### src/ldr_pkg.sv
/*
 Shared constants for the lane idle and receiver-detect control block:
 timing figures, idle mode codes, register map and field positions.
 Assumes a 125 MHz hclk and an AHB-Lite register bus of 32 bits.
*/
package ldr_pkg;

   // Timebase
   localparam int CLK_FREQ_HZ       = 125_000_000;
   localparam int MS_PER_S          = 1000;
   localparam int MS_CYCLES_DEFAULT = CLK_FREQ_HZ / MS_PER_S;

   // Detection timing in milliseconds
   localparam int PROBE_INTERVAL_MS = 12;
   localparam int DETECT_WINDOW_MS  = 600;
   localparam int PROBE_CNT_W       = $clog2(PROBE_INTERVAL_MS);
   localparam int WINDOW_CNT_W      = $clog2(DETECT_WINDOW_MS);

   // Three-level idle control pin, encoded per port
   localparam int         IDLE_MODE_W     = 2;
   localparam logic [1:0] IDLE_MODE_LOW   = 2'h0;
   localparam logic [1:0] IDLE_MODE_FLOAT = 2'h1;
   localparam logic [1:0] IDLE_MODE_HIGH  = 2'h2;

   // AHB-Lite
   localparam int          HTRANS_ACTIVE_BIT = 1;
   localparam logic        HRESP_OKAY        = 1'b0;
   localparam int          ADDR_DEC_W        = 8;
   localparam logic [7:0]  REG_CTRL_OFS      = 8'h00;
   localparam logic [7:0]  REG_STATUS_OFS    = 8'h04;
   localparam logic [7:0]  REG_PINS_OFS      = 8'h08;

   // Field positions
   localparam int FIELD_W           = 8;
   localparam int CTRL_RESTART_BIT  = 0;
   localparam int CTRL_LANE_EN_LSB  = 8;
   localparam int STAT_DET_LSB      = 0;
   localparam int STAT_TERM_LSB     = 8;
   localparam int STAT_ACT_LSB      = 16;
   localparam int STAT_AUTO_BIT     = 24;
   localparam int STAT_PDN_BIT      = 25;
   localparam int STAT_MAN_BIT      = 26;
   localparam int STAT_SEARCH_LSB   = 27;
   localparam int PIN_PRES_BIT      = 0;
   localparam int PIN_MAN_BIT       = 1;
   localparam int PIN_CTRL_LSB      = 2;
   localparam int PIN_MODE_LSB      = 8;

   typedef enum logic [1:0] {
      SEQ_OFF,
      SEQ_PROBE,
      SEQ_DONE
   } ldr_seq_state_type;

endpackage : ldr_pkg

### src/ldr_ms_timebase.sv
/*
 Free-running millisecond tick generator.
 Assumes one clock, hclk, and an asynchronous active-low reset.
*/
`timescale 1ns/1ns
module ldr_ms_timebase
   import ldr_pkg::*;
#(
   parameter int MS_CYCLES = MS_CYCLES_DEFAULT
)(
   input  wire logic hclk,
   input  wire logic hresetn,
   output logic      ms_tick
);
   localparam int CW = (MS_CYCLES > 1) ? $clog2(MS_CYCLES) : 1;

   logic [CW-1:0] cnt_q;
   logic [CW-1:0] cnt_d;
   logic          tick_q;
   logic          tick_d;

   always_comb begin
      cnt_d  = cnt_q + 1'b1;
      tick_d = 1'b0;
      if (cnt_q == CW'(MS_CYCLES - 1)) begin  // [RULE17]
         cnt_d  = '0;
         tick_d = 1'b1;
      end
   end

   always_ff @(posedge hclk or negedge hresetn) begin
      if (!hresetn) begin
         cnt_q  <= '0;
         tick_q <= 1'b0;
      end else begin
         cnt_q  <= cnt_d;
         tick_q <= tick_d;
      end
   end

   assign ms_tick = tick_q;

endmodule : ldr_ms_timebase

### src/ldr_port_detect_seq.sv
/*
 Receiver-detect sequencer for one port: probes the lanes of the port
 on the shared millisecond tick and records which lanes see a load.
 Assumes load_ok is already the AND of both halves of each pair and is
 valid the cycle after a probe strobe.
*/
`timescale 1ns/1ns
module ldr_port_detect_seq
   import ldr_pkg::*;
#(
   parameter int LANES = 4
)(
   input  wire logic             hclk,
   input  wire logic             hresetn,
   input  wire logic             ms_tick,
   input  wire logic             auto_en,
   input  wire logic             timed,
   input  wire logic             restart,
   input  wire logic [LANES-1:0] load_ok,
   output logic      [LANES-1:0] probe,
   output logic      [LANES-1:0] detected,
   output logic                  searching
);
   ldr_seq_state_type       state_q;
   ldr_seq_state_type       state_d;
   logic [PROBE_CNT_W-1:0]  int_q;
   logic [PROBE_CNT_W-1:0]  int_d;
   logic [WINDOW_CNT_W-1:0] win_q;
   logic [WINDOW_CNT_W-1:0] win_d;
   logic [LANES-1:0]        probe_q;
   logic [LANES-1:0]        probe_d;
   logic [LANES-1:0]        probe_dly_q;
   logic [LANES-1:0]        probe_dly_d;
   logic [LANES-1:0]        det_q;
   logic [LANES-1:0]        det_d;

   always_comb begin
      state_d = state_q;
      int_d   = int_q;
      win_d   = win_q;
      probe_d = '0;
      // Outer strobe trails ours by one cycle; the load answers only then
      probe_dly_d = probe_q;
      det_d   = det_q | (probe_dly_q & load_ok);  // [RULE15]
      if (!auto_en) begin
         state_d = SEQ_OFF;
         det_d   = '0;
      end else if (restart) begin  // [RULE9] [RULE14]
         state_d = SEQ_PROBE;
         int_d   = '0;
         win_d   = '0;
         det_d   = '0;
      end else begin
         unique case (state_q)
            SEQ_OFF: begin
               state_d = SEQ_PROBE;
               int_d   = '0;
               win_d   = '0;
               det_d   = '0;
            end
            SEQ_PROBE: begin
               if (ms_tick) begin
                  if (int_q == PROBE_CNT_W'(PROBE_INTERVAL_MS - 1)) begin
                     int_d   = '0;
                     probe_d = ~det_d;  // [RULE6] [RULE16]
                  end else begin
                     int_d = int_q + 1'b1;
                  end
                  if (win_q != WINDOW_CNT_W'(DETECT_WINDOW_MS - 1)) begin
                     win_d = win_q + 1'b1;
                  end else if (timed) begin
                     state_d = SEQ_DONE;  // [RULE7]
                  end
               end
               if (&det_d) begin
                  state_d = SEQ_DONE;
               end
            end
            SEQ_DONE: begin
               // Untimed mode never gives up on missing lanes
               if (!timed && !(&det_q)) begin
                  state_d = SEQ_PROBE;  // [RULE6]
               end
            end
         endcase
      end
   end

   always_ff @(posedge hclk or negedge hresetn) begin
      if (!hresetn) begin
         state_q <= SEQ_OFF;
         int_q   <= '0;
         win_q   <= '0;
         probe_q <= '0;
         probe_dly_q <= '0;
         det_q   <= '0;
      end else begin
         state_q <= state_d;
         int_q   <= int_d;
         win_q   <= win_d;
         probe_q <= probe_d;
         probe_dly_q <= probe_dly_d;
         det_q   <= det_d;
      end
   end

   assign probe     = probe_q;
   assign detected  = det_q;
   assign searching = (state_q == SEQ_PROBE);

   property p_probe_on_tick;
      @(posedge hclk) disable iff (!hresetn)
      (probe_q != '0) |-> $past(ms_tick) && $past(auto_en);
   endproperty
   a_probe_on_tick: assert property (p_probe_on_tick)  // [RULE6]
      else $error("probe issued without a millisecond tick");

endmodule : ldr_port_detect_seq

### src/ldr_lane_idle_rxdet.sv
/*
 Lane idle and receiver-detect control for a multi-lane repeater, with
 an AHB-Lite slave for control and status. Holds pin sampling, idle
 mode decode, termination and channel state, and the register file.
 Assumes all control pins and analog comparator results are synchronous
 to hclk, and a single AHB master that does single word transfers.
*/
`timescale 1ns/1ns

// What this block does
// [RULE1] Idle pin low: detector off, output follows
// [RULE2] Idle pin floating: automatic idle pass-through
// [RULE3] Idle pin high: output forced to idle
// [RULE4] Auto detection only with both pins low
// [RULE5] Manual enable high: manual termination, sequencer off
// [RULE6] Untimed auto: probe undetected lanes every 12 ms until all lanes found
// [RULE7] Timed auto: probe 600 ms, then stop
// [RULE8] Termination high-Z until receiver found, then 50
// [RULE9] Detect pin low-high pulse restarts timed sequence
// [RULE10] Manual, detect low: high-Z, channels low power
// [RULE11] Manual, detect high: 50 ohm, channels active
// [RULE12] Presence high: power down everything; idle_detect_enable and out_force_idle still follow the idle pin here
// [RULE13] Host holds presence high at least 5 us
// [RULE14] Presence falling edge restarts detection
// [RULE15] Valid load needs both pair halves
// [RULE16] Each channel enabled by own detection
// [RULE17] Internal ms timebase, counters per port
module ldr_lane_idle_rxdet
   import ldr_pkg::*;
#(
   parameter int NUM_PORTS      = 2,
   parameter int LANES_PER_PORT = 4,
   parameter int MS_CYCLES      = MS_CYCLES_DEFAULT
)(
   input  wire logic                                hclk,
   input  wire logic                                hresetn,
   input  wire logic                                hsel,
   input  wire logic [31:0]                         haddr,
   input  wire logic [1:0]                          htrans,
   input  wire logic                                hwrite,
   input  wire logic [2:0]                          hsize,
   input  wire logic [31:0]                         hwdata,
   input  wire logic                                hready,
   output logic                                     hreadyout,
   output logic                                     hresp,
   output logic      [31:0]                         hrdata,
   input  wire logic                                presence_n,
   input  wire logic                                manual_detect_enable,
   input  wire logic [NUM_PORTS-1:0]                port_detect_control,
   input  wire logic [IDLE_MODE_W*NUM_PORTS-1:0]    idle_mode_select,
   input  wire logic [NUM_PORTS*LANES_PER_PORT-1:0] rx_below_threshold,
   input  wire logic [NUM_PORTS*LANES_PER_PORT-1:0] load_sense_p,
   input  wire logic [NUM_PORTS*LANES_PER_PORT-1:0] load_sense_n,
   output logic      [NUM_PORTS*LANES_PER_PORT-1:0] idle_detect_enable,
   output logic      [NUM_PORTS*LANES_PER_PORT-1:0] out_force_idle,
   output logic      [NUM_PORTS*LANES_PER_PORT-1:0] term_low,
   output logic      [NUM_PORTS*LANES_PER_PORT-1:0] chan_active,
   output logic      [NUM_PORTS*LANES_PER_PORT-1:0] chan_low_power,
   output logic      [NUM_PORTS*LANES_PER_PORT-1:0] probe_strobe,
   output logic                                     power_down
);
   localparam int NCH = NUM_PORTS * LANES_PER_PORT;

   function automatic logic reg_hit(input logic [31:0] a,
                                    input logic [7:0]  ofs);
      reg_hit = (a[ADDR_DEC_W-1:0] == ofs);
   endfunction : reg_hit

   function automatic logic [1:0] port_mode(input logic [IDLE_MODE_W*NUM_PORTS-1:0] m,
                                            input int p);
      port_mode = m[IDLE_MODE_W*p +: IDLE_MODE_W];
   endfunction : port_mode

   // Pin sampling
   logic                           presence_q;
   logic                           presence_d;
   logic                           presence_prev_q;
   logic                           presence_prev_d;
   logic                           manual_q;
   logic                           manual_d;
   logic [NUM_PORTS-1:0]           ctrl_q;
   logic [NUM_PORTS-1:0]           ctrl_d;
   logic [NUM_PORTS-1:0]           ctrl_prev_q;
   logic [NUM_PORTS-1:0]           ctrl_prev_d;
   logic [IDLE_MODE_W*NUM_PORTS-1:0] mode_q;
   logic [IDLE_MODE_W*NUM_PORTS-1:0] mode_d;

   always_comb begin
      presence_d      = presence_n;
      presence_prev_d = presence_q;
      manual_d        = manual_detect_enable;
      ctrl_d          = port_detect_control;
      ctrl_prev_d     = ctrl_q;
      mode_d          = idle_mode_select;
   end

   always_ff @(posedge hclk or negedge hresetn) begin
      if (!hresetn) begin
         presence_q      <= 1'b1;
         presence_prev_q <= 1'b1;
         manual_q        <= 1'b0;
         ctrl_q          <= '0;
         ctrl_prev_q     <= '0;
         mode_q          <= {NUM_PORTS{IDLE_MODE_FLOAT}};
      end else begin
         presence_q      <= presence_d;
         presence_prev_q <= presence_prev_d;
         manual_q        <= manual_d;
         ctrl_q          <= ctrl_d;
         ctrl_prev_q     <= ctrl_prev_d;
         mode_q          <= mode_d;
      end
   end

   logic auto_mode;
   logic manual_mode;
   logic presence_fall;

   assign auto_mode     = !presence_q && !manual_q;  // [RULE4]
   assign manual_mode   = !presence_q && manual_q;   // [RULE5]
   assign presence_fall = presence_prev_q && !presence_q;

   // AHB-Lite slave, zero wait states
   logic              wr_pend_q;
   logic              wr_pend_d;
   logic [31:0]       wr_addr_q;
   logic [31:0]       wr_addr_d;
   logic [31:0]       rdata_q;
   logic [31:0]       rdata_d;
   logic [NCH-1:0]    lane_en_q;
   logic [NCH-1:0]    lane_en_d;
   logic              soft_restart_q;
   logic              soft_restart_d;
   logic              addr_valid;
   logic [31:0]       rd_value;

   logic [NCH-1:0]       det_all;
   logic [NCH-1:0]       probe_all;
   logic [NUM_PORTS-1:0] searching;
   logic [NCH-1:0]       term_q;
   logic [NCH-1:0]       active_q;

   assign addr_valid = hsel && htrans[HTRANS_ACTIVE_BIT] && hready;

   always_comb begin
      rd_value = '0;
      if (reg_hit(haddr, REG_CTRL_OFS)) begin
         rd_value[CTRL_LANE_EN_LSB +: NCH] = lane_en_q;
      end else if (reg_hit(haddr, REG_STATUS_OFS)) begin
         rd_value[STAT_DET_LSB +: NCH]  = det_all;
         rd_value[STAT_TERM_LSB +: NCH] = term_q;
         rd_value[STAT_ACT_LSB +: NCH]  = active_q;
         rd_value[STAT_AUTO_BIT]        = auto_mode;
         rd_value[STAT_PDN_BIT]         = presence_q;
         rd_value[STAT_MAN_BIT]         = manual_mode;
         rd_value[STAT_SEARCH_LSB +: NUM_PORTS] = searching;
      end else if (reg_hit(haddr, REG_PINS_OFS)) begin
         rd_value[PIN_PRES_BIT]                  = presence_q;
         rd_value[PIN_MAN_BIT]                   = manual_q;
         rd_value[PIN_CTRL_LSB +: NUM_PORTS]     = ctrl_q;
         rd_value[PIN_MODE_LSB +: IDLE_MODE_W*NUM_PORTS] = mode_q;
      end
   end

   always_comb begin
      wr_pend_d      = addr_valid && hwrite;
      wr_addr_d      = addr_valid ? haddr : wr_addr_q;
      rdata_d        = (addr_valid && !hwrite) ? rd_value : '0;
      lane_en_d      = lane_en_q;
      soft_restart_d = 1'b0;
      if (wr_pend_q && reg_hit(wr_addr_q, REG_CTRL_OFS)) begin
         lane_en_d      = hwdata[CTRL_LANE_EN_LSB +: NCH];
         soft_restart_d = hwdata[CTRL_RESTART_BIT];
      end
   end

   always_ff @(posedge hclk or negedge hresetn) begin
      if (!hresetn) begin
         wr_pend_q      <= 1'b0;
         wr_addr_q      <= '0;
         rdata_q        <= '0;
         lane_en_q      <= '1;
         soft_restart_q <= 1'b0;
      end else begin
         wr_pend_q      <= wr_pend_d;
         wr_addr_q      <= wr_addr_d;
         rdata_q        <= rdata_d;
         lane_en_q      <= lane_en_d;
         soft_restart_q <= soft_restart_d;
      end
   end

   assign hreadyout = 1'b1;
   assign hresp     = HRESP_OKAY;
   assign hrdata    = rdata_q;

   // Detection sequencers, one per port on a shared tick
   logic ms_tick;

   ldr_ms_timebase #(
      .MS_CYCLES (MS_CYCLES)
   ) u_timebase (
      .hclk    (hclk),
      .hresetn (hresetn),
      .ms_tick (ms_tick)
   );

   genvar gp;
   generate
      for (gp = 0; gp < NUM_PORTS; gp++) begin : g_port
         logic restart;
         // Rising edge of the detect pin only matters in timed mode,
         // which is exactly the state the pin is in after the rise
         assign restart = presence_fall || soft_restart_q ||  // [RULE14]
                          (ctrl_q[gp] && !ctrl_prev_q[gp]);    // [RULE9]

         ldr_port_detect_seq #(
            .LANES (LANES_PER_PORT)
         ) u_seq (
            .hclk      (hclk),
            .hresetn   (hresetn),
            .ms_tick   (ms_tick),
            .auto_en   (auto_mode),
            .timed     (ctrl_q[gp]),
            .restart   (restart),
            .load_ok   (load_sense_p[gp*LANES_PER_PORT +: LANES_PER_PORT] &
                        load_sense_n[gp*LANES_PER_PORT +: LANES_PER_PORT]),
            .probe     (probe_all[gp*LANES_PER_PORT +: LANES_PER_PORT]),
            .detected  (det_all[gp*LANES_PER_PORT +: LANES_PER_PORT]),
            .searching (searching[gp])
         );
      end
   endgenerate

   // Lane outputs
   logic [NCH-1:0] idle_en_q;
   logic [NCH-1:0] idle_en_d;
   logic [NCH-1:0] force_q;
   logic [NCH-1:0] force_d;
   logic [NCH-1:0] term_d;
   logic [NCH-1:0] active_d;
   logic [NCH-1:0] low_pwr_q;
   logic [NCH-1:0] low_pwr_d;
   logic [NCH-1:0] probe_q;
   logic [NCH-1:0] probe_d;
   logic           pdn_q;
   logic           pdn_d;

   always_comb begin
      idle_en_d = '0;
      force_d   = '0;
      term_d    = '0;
      active_d  = '0;
      for (int p = 0; p < NUM_PORTS; p++) begin
         for (int l = 0; l < LANES_PER_PORT; l++) begin
            int c;
            c = p * LANES_PER_PORT + l;
            unique case (port_mode(mode_q, p))
               IDLE_MODE_LOW: begin
                  idle_en_d[c] = 1'b0;  // [RULE1]
                  force_d[c]   = 1'b0;
               end
               IDLE_MODE_HIGH: begin
                  idle_en_d[c] = 1'b0;  // [RULE3]
                  force_d[c]   = 1'b1;
               end
               default: begin
                  // Illegal code treated as the floating default
                  idle_en_d[c] = 1'b1;  // [RULE2]
                  force_d[c]   = rx_below_threshold[c];
               end
            endcase
            if (auto_mode) begin
               term_d[c]   = det_all[c];  // [RULE8] [RULE16]
               active_d[c] = det_all[c];
            end else if (manual_mode) begin
               term_d[c]   = ctrl_q[p];   // [RULE10] [RULE11]
               active_d[c] = ctrl_q[p];
            end
         end
      end
      // Lane mask lets software trim the width
      term_d    = term_d & lane_en_q;
      active_d  = active_d & lane_en_q;
      pdn_d     = presence_q;  // [RULE12]
      low_pwr_d = presence_q ? '0 : ~active_d;
      probe_d   = probe_all & lane_en_q;
   end

   always_ff @(posedge hclk or negedge hresetn) begin
      if (!hresetn) begin
         idle_en_q <= '0;
         force_q   <= '1;
         term_q    <= '0;
         active_q  <= '0;
         low_pwr_q <= '0;
         probe_q   <= '0;
         pdn_q     <= 1'b1;
      end else begin
         idle_en_q <= idle_en_d;
         force_q   <= force_d;
         term_q    <= term_d;
         active_q  <= active_d;
         low_pwr_q <= low_pwr_d;
         probe_q   <= probe_d;
         pdn_q     <= pdn_d;
      end
   end

   assign idle_detect_enable = idle_en_q;
   assign out_force_idle     = force_q;
   assign term_low           = term_q;
   assign chan_active        = active_q;
   assign chan_low_power     = low_pwr_q;
   assign probe_strobe       = probe_q;
   assign power_down         = pdn_q;
   // Presence high must last 5 us for the analog side; not checked here

   property p_idle_low;
      @(posedge hclk) disable iff (!hresetn)
      (port_mode(mode_q, 0) == IDLE_MODE_LOW)
         |=> !idle_en_q[0] && !force_q[0];
   endproperty
   a_idle_low: assert property (p_idle_low)  // [RULE1]
      else $error("idle low mode did not pass data through");

   property p_idle_float;
      @(posedge hclk) disable iff (!hresetn)
      (port_mode(mode_q, 0) == IDLE_MODE_FLOAT)
         |=> idle_en_q[0] && (force_q[0] == $past(rx_below_threshold[0]));
   endproperty
   a_idle_float: assert property (p_idle_float)  // [RULE2]
      else $error("automatic idle did not follow the comparator");

   property p_idle_high;
      @(posedge hclk) disable iff (!hresetn)
      (port_mode(mode_q, 0) == IDLE_MODE_HIGH) [*2] |-> force_q[0];
   endproperty
   a_idle_high: assert property (p_idle_high)  // [RULE3]
      else $error("forced idle not applied");

   property p_auto_only;
      @(posedge hclk) disable iff (!hresetn)
      (searching != '0) |-> $past(auto_mode);
   endproperty
   a_auto_only: assert property (p_auto_only)  // [RULE4]
      else $error("sequencer ran outside automatic mode");

   property p_manual_term;
      @(posedge hclk) disable iff (!hresetn)
      manual_mode |=> (term_q[0] == ($past(ctrl_q[0]) && $past(lane_en_q[0])))
                      && (det_all == '0);
   endproperty
   a_manual_term: assert property (p_manual_term)  // [RULE5] [RULE11]
      else $error("manual termination wrong or sequencer active");

   property p_manual_idle;
      @(posedge hclk) disable iff (!hresetn)
      manual_mode && !ctrl_q[0] |=> !term_q[0] && low_pwr_q[0];
   endproperty
   a_manual_idle: assert property (p_manual_idle)  // [RULE10]
      else $error("manual low did not park the channel");

   property p_power_down;
      @(posedge hclk) disable iff (!hresetn)
      presence_q |=> pdn_q && (term_q == '0) && (active_q == '0)
                     && (low_pwr_q == '0);
   endproperty
   a_power_down: assert property (p_power_down)  // [RULE12]
      else $error("power down not applied");

   property p_rearm;
      @(posedge hclk) disable iff (!hresetn)
      presence_fall && !manual_q |=> (det_all == '0) && (searching == '1);
   endproperty
   a_rearm: assert property (p_rearm)  // [RULE14]
      else $error("presence fall did not restart detection");

   property p_pair;
      @(posedge hclk) disable iff (!hresetn)
      $rose(det_all[0]) |-> $past(load_sense_p[0] && load_sense_n[0]);
   endproperty
   a_pair: assert property (p_pair)  // [RULE15]
      else $error("receiver detected without both halves loaded");

   property p_lane_follow;
      @(posedge hclk) disable iff (!hresetn)
      auto_mode |=> (active_q == $past(det_all & lane_en_q))
                    && (term_q == active_q);
   endproperty
   a_lane_follow: assert property (p_lane_follow)  // [RULE8] [RULE16]
      else $error("channel state does not follow detection");

   c_detect:  cover property (@(posedge hclk) disable iff (!hresetn)
                              $rose(det_all[0]));
   c_pdn:     cover property (@(posedge hclk) disable iff (!hresetn)
                              $rose(pdn_q));
   c_manual:  cover property (@(posedge hclk) disable iff (!hresetn)
                              manual_mode && active_q[0]);
   c_ahb_wr:  cover property (@(posedge hclk) disable iff (!hresetn)
                              wr_pend_q && reg_hit(wr_addr_q, REG_CTRL_OFS));

endmodule : ldr_lane_idle_rxdet

### config.mk
export PLATFORM = sky130hd
export DESIGN_NAME = ldr_lane_idle_rxdet
export DESIGN_NICKNAME = d
export VERILOG_FILES = /design/src/ldr_pkg.sv /design/src/ldr_ms_timebase.sv /design/src/ldr_port_detect_seq.sv /design/src/ldr_lane_idle_rxdet.sv
export SDC_FILE = /design/constraint.sdc
export NUM_CORES = 1
export LEC_CHECK = 0
export ABC_AREA = 1
export BUFFER_PORTS_ARGS = -buffer_cell sky130_fd_sc_hd__clkbuf_2
export CORE_ASPECT_RATIO = 1.1
export CORE_UTILIZATION = 50
export CTS_CLUSTER_SIZE = 40
export DETAILED_ROUTE_END_ITERATION = 10
export PLACE_DENSITY = 0.82
export SLEW_MARGIN = 25
export SYNTH_ARGS = -nofsm -noshare
export SYNTH_HDL_FRONTEND = slang
export SYNTH_HIERARCHICAL = 1
export SYNTH_SLANG_ARGS = --single-unit
export TNS_END_PERCENT = 5
### constraint.sdc
create_clock -name hclk -period 2.45 [get_ports hclk]
set_input_delay 0.1225 -clock hclk [delete_from_list [all_inputs] [get_ports hclk]]
set_output_delay 0.1225 -clock hclk [all_outputs]
set_load 0.03 [all_outputs]
# Word level (Yosys, flattened, before mapping)
# Index checks and enable logic that the tools add are counted.
[word_totals]
register_bits = 169
inputBits = 106
word_cells = 197
[op_classes]
addsub = 5
n_eq_ne = 25
n_mux = 82
n_bitwise = 11
n_reduce_logical = 44
[op_table]
columns = ["op", "count"]
rows = [
  ["two-way mux 4 bit", 27],
  ["two-way mux 10 bit", 6],
  ["case mux 10 bit (2 select lines)", 2],
  ["two-way mux 17 bit", 2],
  ["AND reduction 4 bit", 8],
  ["!= test 5 bit, second input constant", 6],
  ["two-way mux 29 bit", 1],
  ["two-way mux 2 bit", 14],
  ["two-way mux 8 bit", 3],
  ["adder 10 x 1 -> 10 bit, second input constant", 2],
  ["!= test 10 bit, second input constant", 2],
  ["adder 17 x 1 -> 17 bit, second input constant", 1],
  ["== test 17 bit, second input constant", 1],
  ["bitwise AND 4 bit", 4],
  ["bitwise AND 8 bit", 2],
  ["zero test 8 bit", 2],
  ["case mux 1 bit (2 select lines)", 8],
  ["case mux 4 bit (2 select lines)", 2],
  ["two-way mux 1 bit", 14],
  ["two-way mux 13 bit", 1],
  ["logical AND 1 bit", 12],
  ["!= test 3 bit, second input constant", 4],
  ["case mux 2 bit (3 select lines)", 2],
  ["zero test 1 bit", 9],
  ["other kinds (16)", 32],
]

# Depth between registers and ports, before layout
[depth]
ltp_word = 9
ltp_mapped = 12

# Modules after synthesis
# The synthesis kept the hierarchy.
[by_module_without_submodules]
columns = ["mod", "instances", "cells_each", "area_per_inst_um2", "seq_area_each_um2"]
rows = [
  ["ldr_lane_idle_rxdet", 1, 355, 3664.8, 2327.2],
  ["ldr_port_detect_seq at g_port[0].u_seq", 1, 195, 1475.2, 700.7],
  ["ldr_port_detect_seq at g_port[1].u_seq", 1, 193, 1470.2, 700.7],
  ["ldr_ms_timebase", 1, 134, 998.5, 450.4],
]

# Worst setup path after synthesis
# Ideal clock, no wire load.
[synth_path]
path_type = "reg-to-reg"
start = "register presence_q (netlist: pdn_d)"
end = "register g_port[0].u_seq.win_q[2]"
setup_ps = 126
arrival_ps = 1807
t_required_ps = 2324
path_slack_ps = 517
path_stages_with_launch = 12
path_buffers = 2
period_less_slack_ps = 1933
cell_sequence = "dfstp_2 buf_4 inv_1 a21oi_1 o21ai_0 inv_2 nand2_2 inv_1 nand2_1 o21ai_4 buf_6 o21ai_0"
[synth_between]
elab_chain_cells = 6
[synth_lines]
columns = ["element", "line_no", "rtl"]
rows = [
  ["start, declared", "ldr_lane_idle_rxdet.sv:75", "logic presence_q;"],
  ["start signal, assigned", "ldr_lane_idle_rxdet.sv:106", "presence_q <= presence_d;"],
  ["zero test 1 bit (*)", "ldr_lane_idle_rxdet.sv:121", "assign presence_fall = presence_prev_q && !presence_q;"],
  ["logical AND 1 bit (*)", "ldr_lane_idle_rxdet.sv:121", ""],
  ["logical OR 1 bit (*) (2 in series)", "ldr_lane_idle_rxdet.sv:214", "assign restart = presence_fall || soft_restart_q ||"],
  ["net g_port[0].restart", "ldr_lane_idle_rxdet.sv:211", "logic restart;"],
  ["!= test 3 bit (no source line) / nonzero test 3 bit (equally long branches)", "-", ""],
  ["AND reduction 4 bit (no source line)", "-", ""],
  ["end signal, assigned", "ldr_port_detect_seq.sv:100", "win_q <= win_d;"],
  ["end, declared", "ldr_port_detect_seq.sv:28", "logic [WINDOW_CNT_W-1:0] win_q;"],
]
# Mark *: on every way through the listed nets, which the timed path passes. The rest lies on a longest branch.
# A chain may end at the register's enable or synchronous reset.

# Worst setup path in the final report
[layout_path]
start = "register presence_q (netlist: pdn_d)"
end = "register g_port[1].u_seq.win_q[8]"
[layout_between]
elab_chain_cells = 6
[layout_lines]
columns = ["element", "line_no"]
rows = [
  ["zero test 1 bit (*)", "ldr_lane_idle_rxdet.sv:121"],
  ["logical AND 1 bit (*)", "ldr_lane_idle_rxdet.sv:121"],
  ["logical OR 1 bit (*) (2 in series)", "ldr_lane_idle_rxdet.sv:214"],
  ["net g_port[1].restart", "ldr_lane_idle_rxdet.sv:211"],
  ["!= test 3 bit (no source line) / nonzero test 3 bit (equally long branches)", "-"],
  ["AND reduction 4 bit (no source line)", "-"],
  ["end signal, assigned", "ldr_port_detect_seq.sv:100"],
  ["end, declared", "ldr_port_detect_seq.sv:28"],
]
# Marks and branches as above.

==> summary.txt <==
Outcome
  – Status: completed

Route
  – Initial DRT Pass Iterations: 7
  – Antenna viol nets, final: 0
  – WL per Instance: 14.01 um
  – Iteration-0 DRC Markers: 483
  – Vias: 6269
  – Overall routed net length: 17390 um
  – Vias per cell: 5.052
  – DRC: 0

Synth
  – Yosys warns: 6
  – Mean Syn Cell Area: 8.676 um2
  – Synth top area share: 48.02%
  – Netlist Area Pre-Place: 7609 um2
  – Largest cells by area after synthesis: dfrtp_1 (48%), nand2_1 (11%), dfstp_2 (6.9%)
  – Post-synthesis sequential area ratio: 54.93%
  – Post-synth cell types: 42
  – Synth area leader: dfrtp_1
  – #FFs+latches synth: 166
  – Gate Count Post-Synth: 877

Placement
  – Setup WS pre-CTS: 414.7 ps
  – DP Wirelength: 11600 um
  – I/O Buffers: 132
  – GPL Wtd Cong: 0.8484
  – Inst Count DP: 1176
  – Dpl cell area: 8342 um2

Worst setup path
  – CP Data Required Time: 2750 ps
  – Nature of the critical path endpoint: flop
  – Critical R2R Launch: pdn_d
  – WP buf/inv: 3
  – R2r endpoint: g_port[1].u_seq/win_q[8]
  – Crit path max-delay family: compound AO/OA/AOI/OAI gates
  – Crit. path cell count: 9
  – Slowest CP cell: dfstp_2
  – R2r worst-path depth: 9
  – Crit path DAT: 2340 ps
  – Worst setup path end: g_port[1].u_seq/win_q[8]
  – R2R Setup Slk: 400 ps
  – CP Class: reg -> reg
  – Cell Chain, Critical Path: inv_1, a21oi_1, o21ai_0, inv_2, nand2_1, inv_2, nand2_2, o21ai_4, o21ai_0
  – Setup crit start: pdn_d
  – Critical path startpoint category: flop
  – Critical Path Fanout Max: 15
  – Biggest cell delay along the critical path: 540 ps

Clocking
  – Root buf cell: clkbuf_16
  – # clock sinks: 166
  – Max H-tree Level: 4
  – Setup bufs post-CTS: 0
  – Clk buf depth: 2
  – CTS clk-pin slew, worst paths: 60 ps
  – Cts bufs inserted: 17
  – CTS tree: done
  – Skew-Pair Late Insertion Delay: 430 ps

Final layout
  – Area grow syn2layout: 21.76%
  – Core Util, Final: 63.37%
  – Ratio of cells with drive above 1 in the final layout: 24.31%
  – Final instance area: 9264 um2
  – Fillers: 1149
  – Diode count: 0
  – Commonest non-fill, non-tap cell in the layout: nand2_1
  – Max reg flops: 29
  – Non-filler instance count after layout: 1241
  – Most frequent cells in the layout: nand2_1 (222), dfrtp_1 (146), clkbuf_2 (131)
  – Final #Nets: 1147

Power
  – Pwr/cell area: 675.4 nW/um2
  – Peak VDD IR: 0.0005168 V
  – LEAKAGE: 4.976 nW

Job
  – Total of max-cap violations: 0

Timing
  – Worst slew margin: 51.05%
  – Slew @ Worst Pin: 732.5 ps
  – Slew Viols, Final: 0
  – Setup Skew: 8.694 ps
  – Final-report setup violation count: 0
  – Min Clock Period, post-route: 2047 ps
  – Fmax achieved: 0.4886 GHz
  – Setup TNS: 0 ps
  – Fin. Hold Viols: 0
  – Fin crit share: 83.53%
  – Unrepaired setup endpoints after global routing: no
  – Fin worst setup slack: 403.4 ps

Die
  – Die area: 15720 um2
  – Die width: 119.6 um
  – Core area: 14620 um2
  – Std cell rows: 46
  – Initial Util: 52.05%
  – Ports: 189
  – Die H: 131.4 um

Hold path
  – Worst Hold Class: in -> reg
  – Hold path depth: 5

Global route
  – Total gr overflow: 0
  – First-pass GRT wire length: 28750 um
  – Initial antenna violation count: 0
  – Vias in the first global route: 6130
  – Largest net degree at the start of global routing: 61
  – GRT Util Overall: 23.27%
==> report_power, final <==
group / internal [mW] / leakage, nW / switching, mW / total, mW
logic: 0.205 / 2.53 / 0.410 / 0.616
clock network: 1.56 / 0.278 / 1.10 / 2.66
registers: 2.89 / 2.17 / 0.0987 / 2.99
==> timing repair <==
action | in CTS | in global routing
setup endpoints to repair | 0 | 0
hold endpoints to repair | 86 | 0
hold buffers | 33 | 0
resized for setup | 0 | 0
==> cells in the mapped netlist (all sizes together) <==
library cell and instances:
mux2 4, nor4 1, a21oi 25, o211a 1
xor2 10, o31ai 3, o21bai 5, inv 125
nor3 13, o21a 1, dfrtp 146, ha 5
nor2 115, nand3 61, buf 33, o21ai 48
nor3b 1, nand3b 4, conb 2, or2 2
nand4 15, clkinv 1, clkbuf 4, nand2 230
and3 2, dfstp 20
==> worst min-delay path: cells and delay by family <==
| kind | cells | cell delay (ps) |
|---|---|---|
| AOI/OAI and AO/OA | 1 | 60 |
| and+or+nand+nor | 2 | 100 |
| buffers and inverters | 2 | 120 |
==> through the flow <==
step	hold WS (ps)	total power, mW
3_3_place_gp	119.9	3.578
6_report	18.13	6.257
4_1_cts	10.11	6.284
3_5_place_dp	119.6	3.596
2_1_floorplan	-173.1	3.382
5_1_grt	23.88	6.501
==> logic make-up (layout without fill, tap and decap cells) <==
group | after synthesis | after routing | share of synthesized area, %
adders and majority gates | 5 | 5 | 0.8222
muxes | 4 | 4 | 0.5920
xor gates and xnor gates | 10 | 10 | 1.151
DFF | 166 | 166 | 54.93
and+or+nand+nor | 444 | 444 | 26.05
AOI/OAI and AO/OA | 83 | 83 | 6.611
buffers and inverters | 163 | 332 | 9.752
other | 2 | 5 | 0.09870
==> layout make-up <==
cell class	instances	area (um2)	share of cell area [%]
Tap cell	192	240.2	2.593
Clock inverter	8	87.58	0.9454
Sequential cell	166	4179	45.11
Clock buffer	24	504.2	5.443
Timing Repair Buffer	174	1077	11.63
Inverter	126	476.7	5.146
Multi-Input combinational cell	551	2699	29.13
==> worst min-delay path by stage <==
stage	start	endpoint	slack [ps]
floorplan	hresetn	chan_active[0]	-170
global placement	hresetn	wr_pend_q	120
detailed placement	hresetn	wr_pend_q	120
CTS	haddr[3]	wr_addr_q[3]	10
global route	haddr[3]	wr_addr_q[3]	20
finish	load_sense_n[7]	g_port[1].u_seq/detected[3]	20
==> metal layers <==
layer,global-route usage (%),wire (um),up-vias
li1,-,-,3033
met1,27.11,7160,3008
met2,41.94,9079,200
met3,4.557,808,28
met4,8.542,340,0
met5,0,0,-
Note: power is estimated with default switching activity, not from simulation.
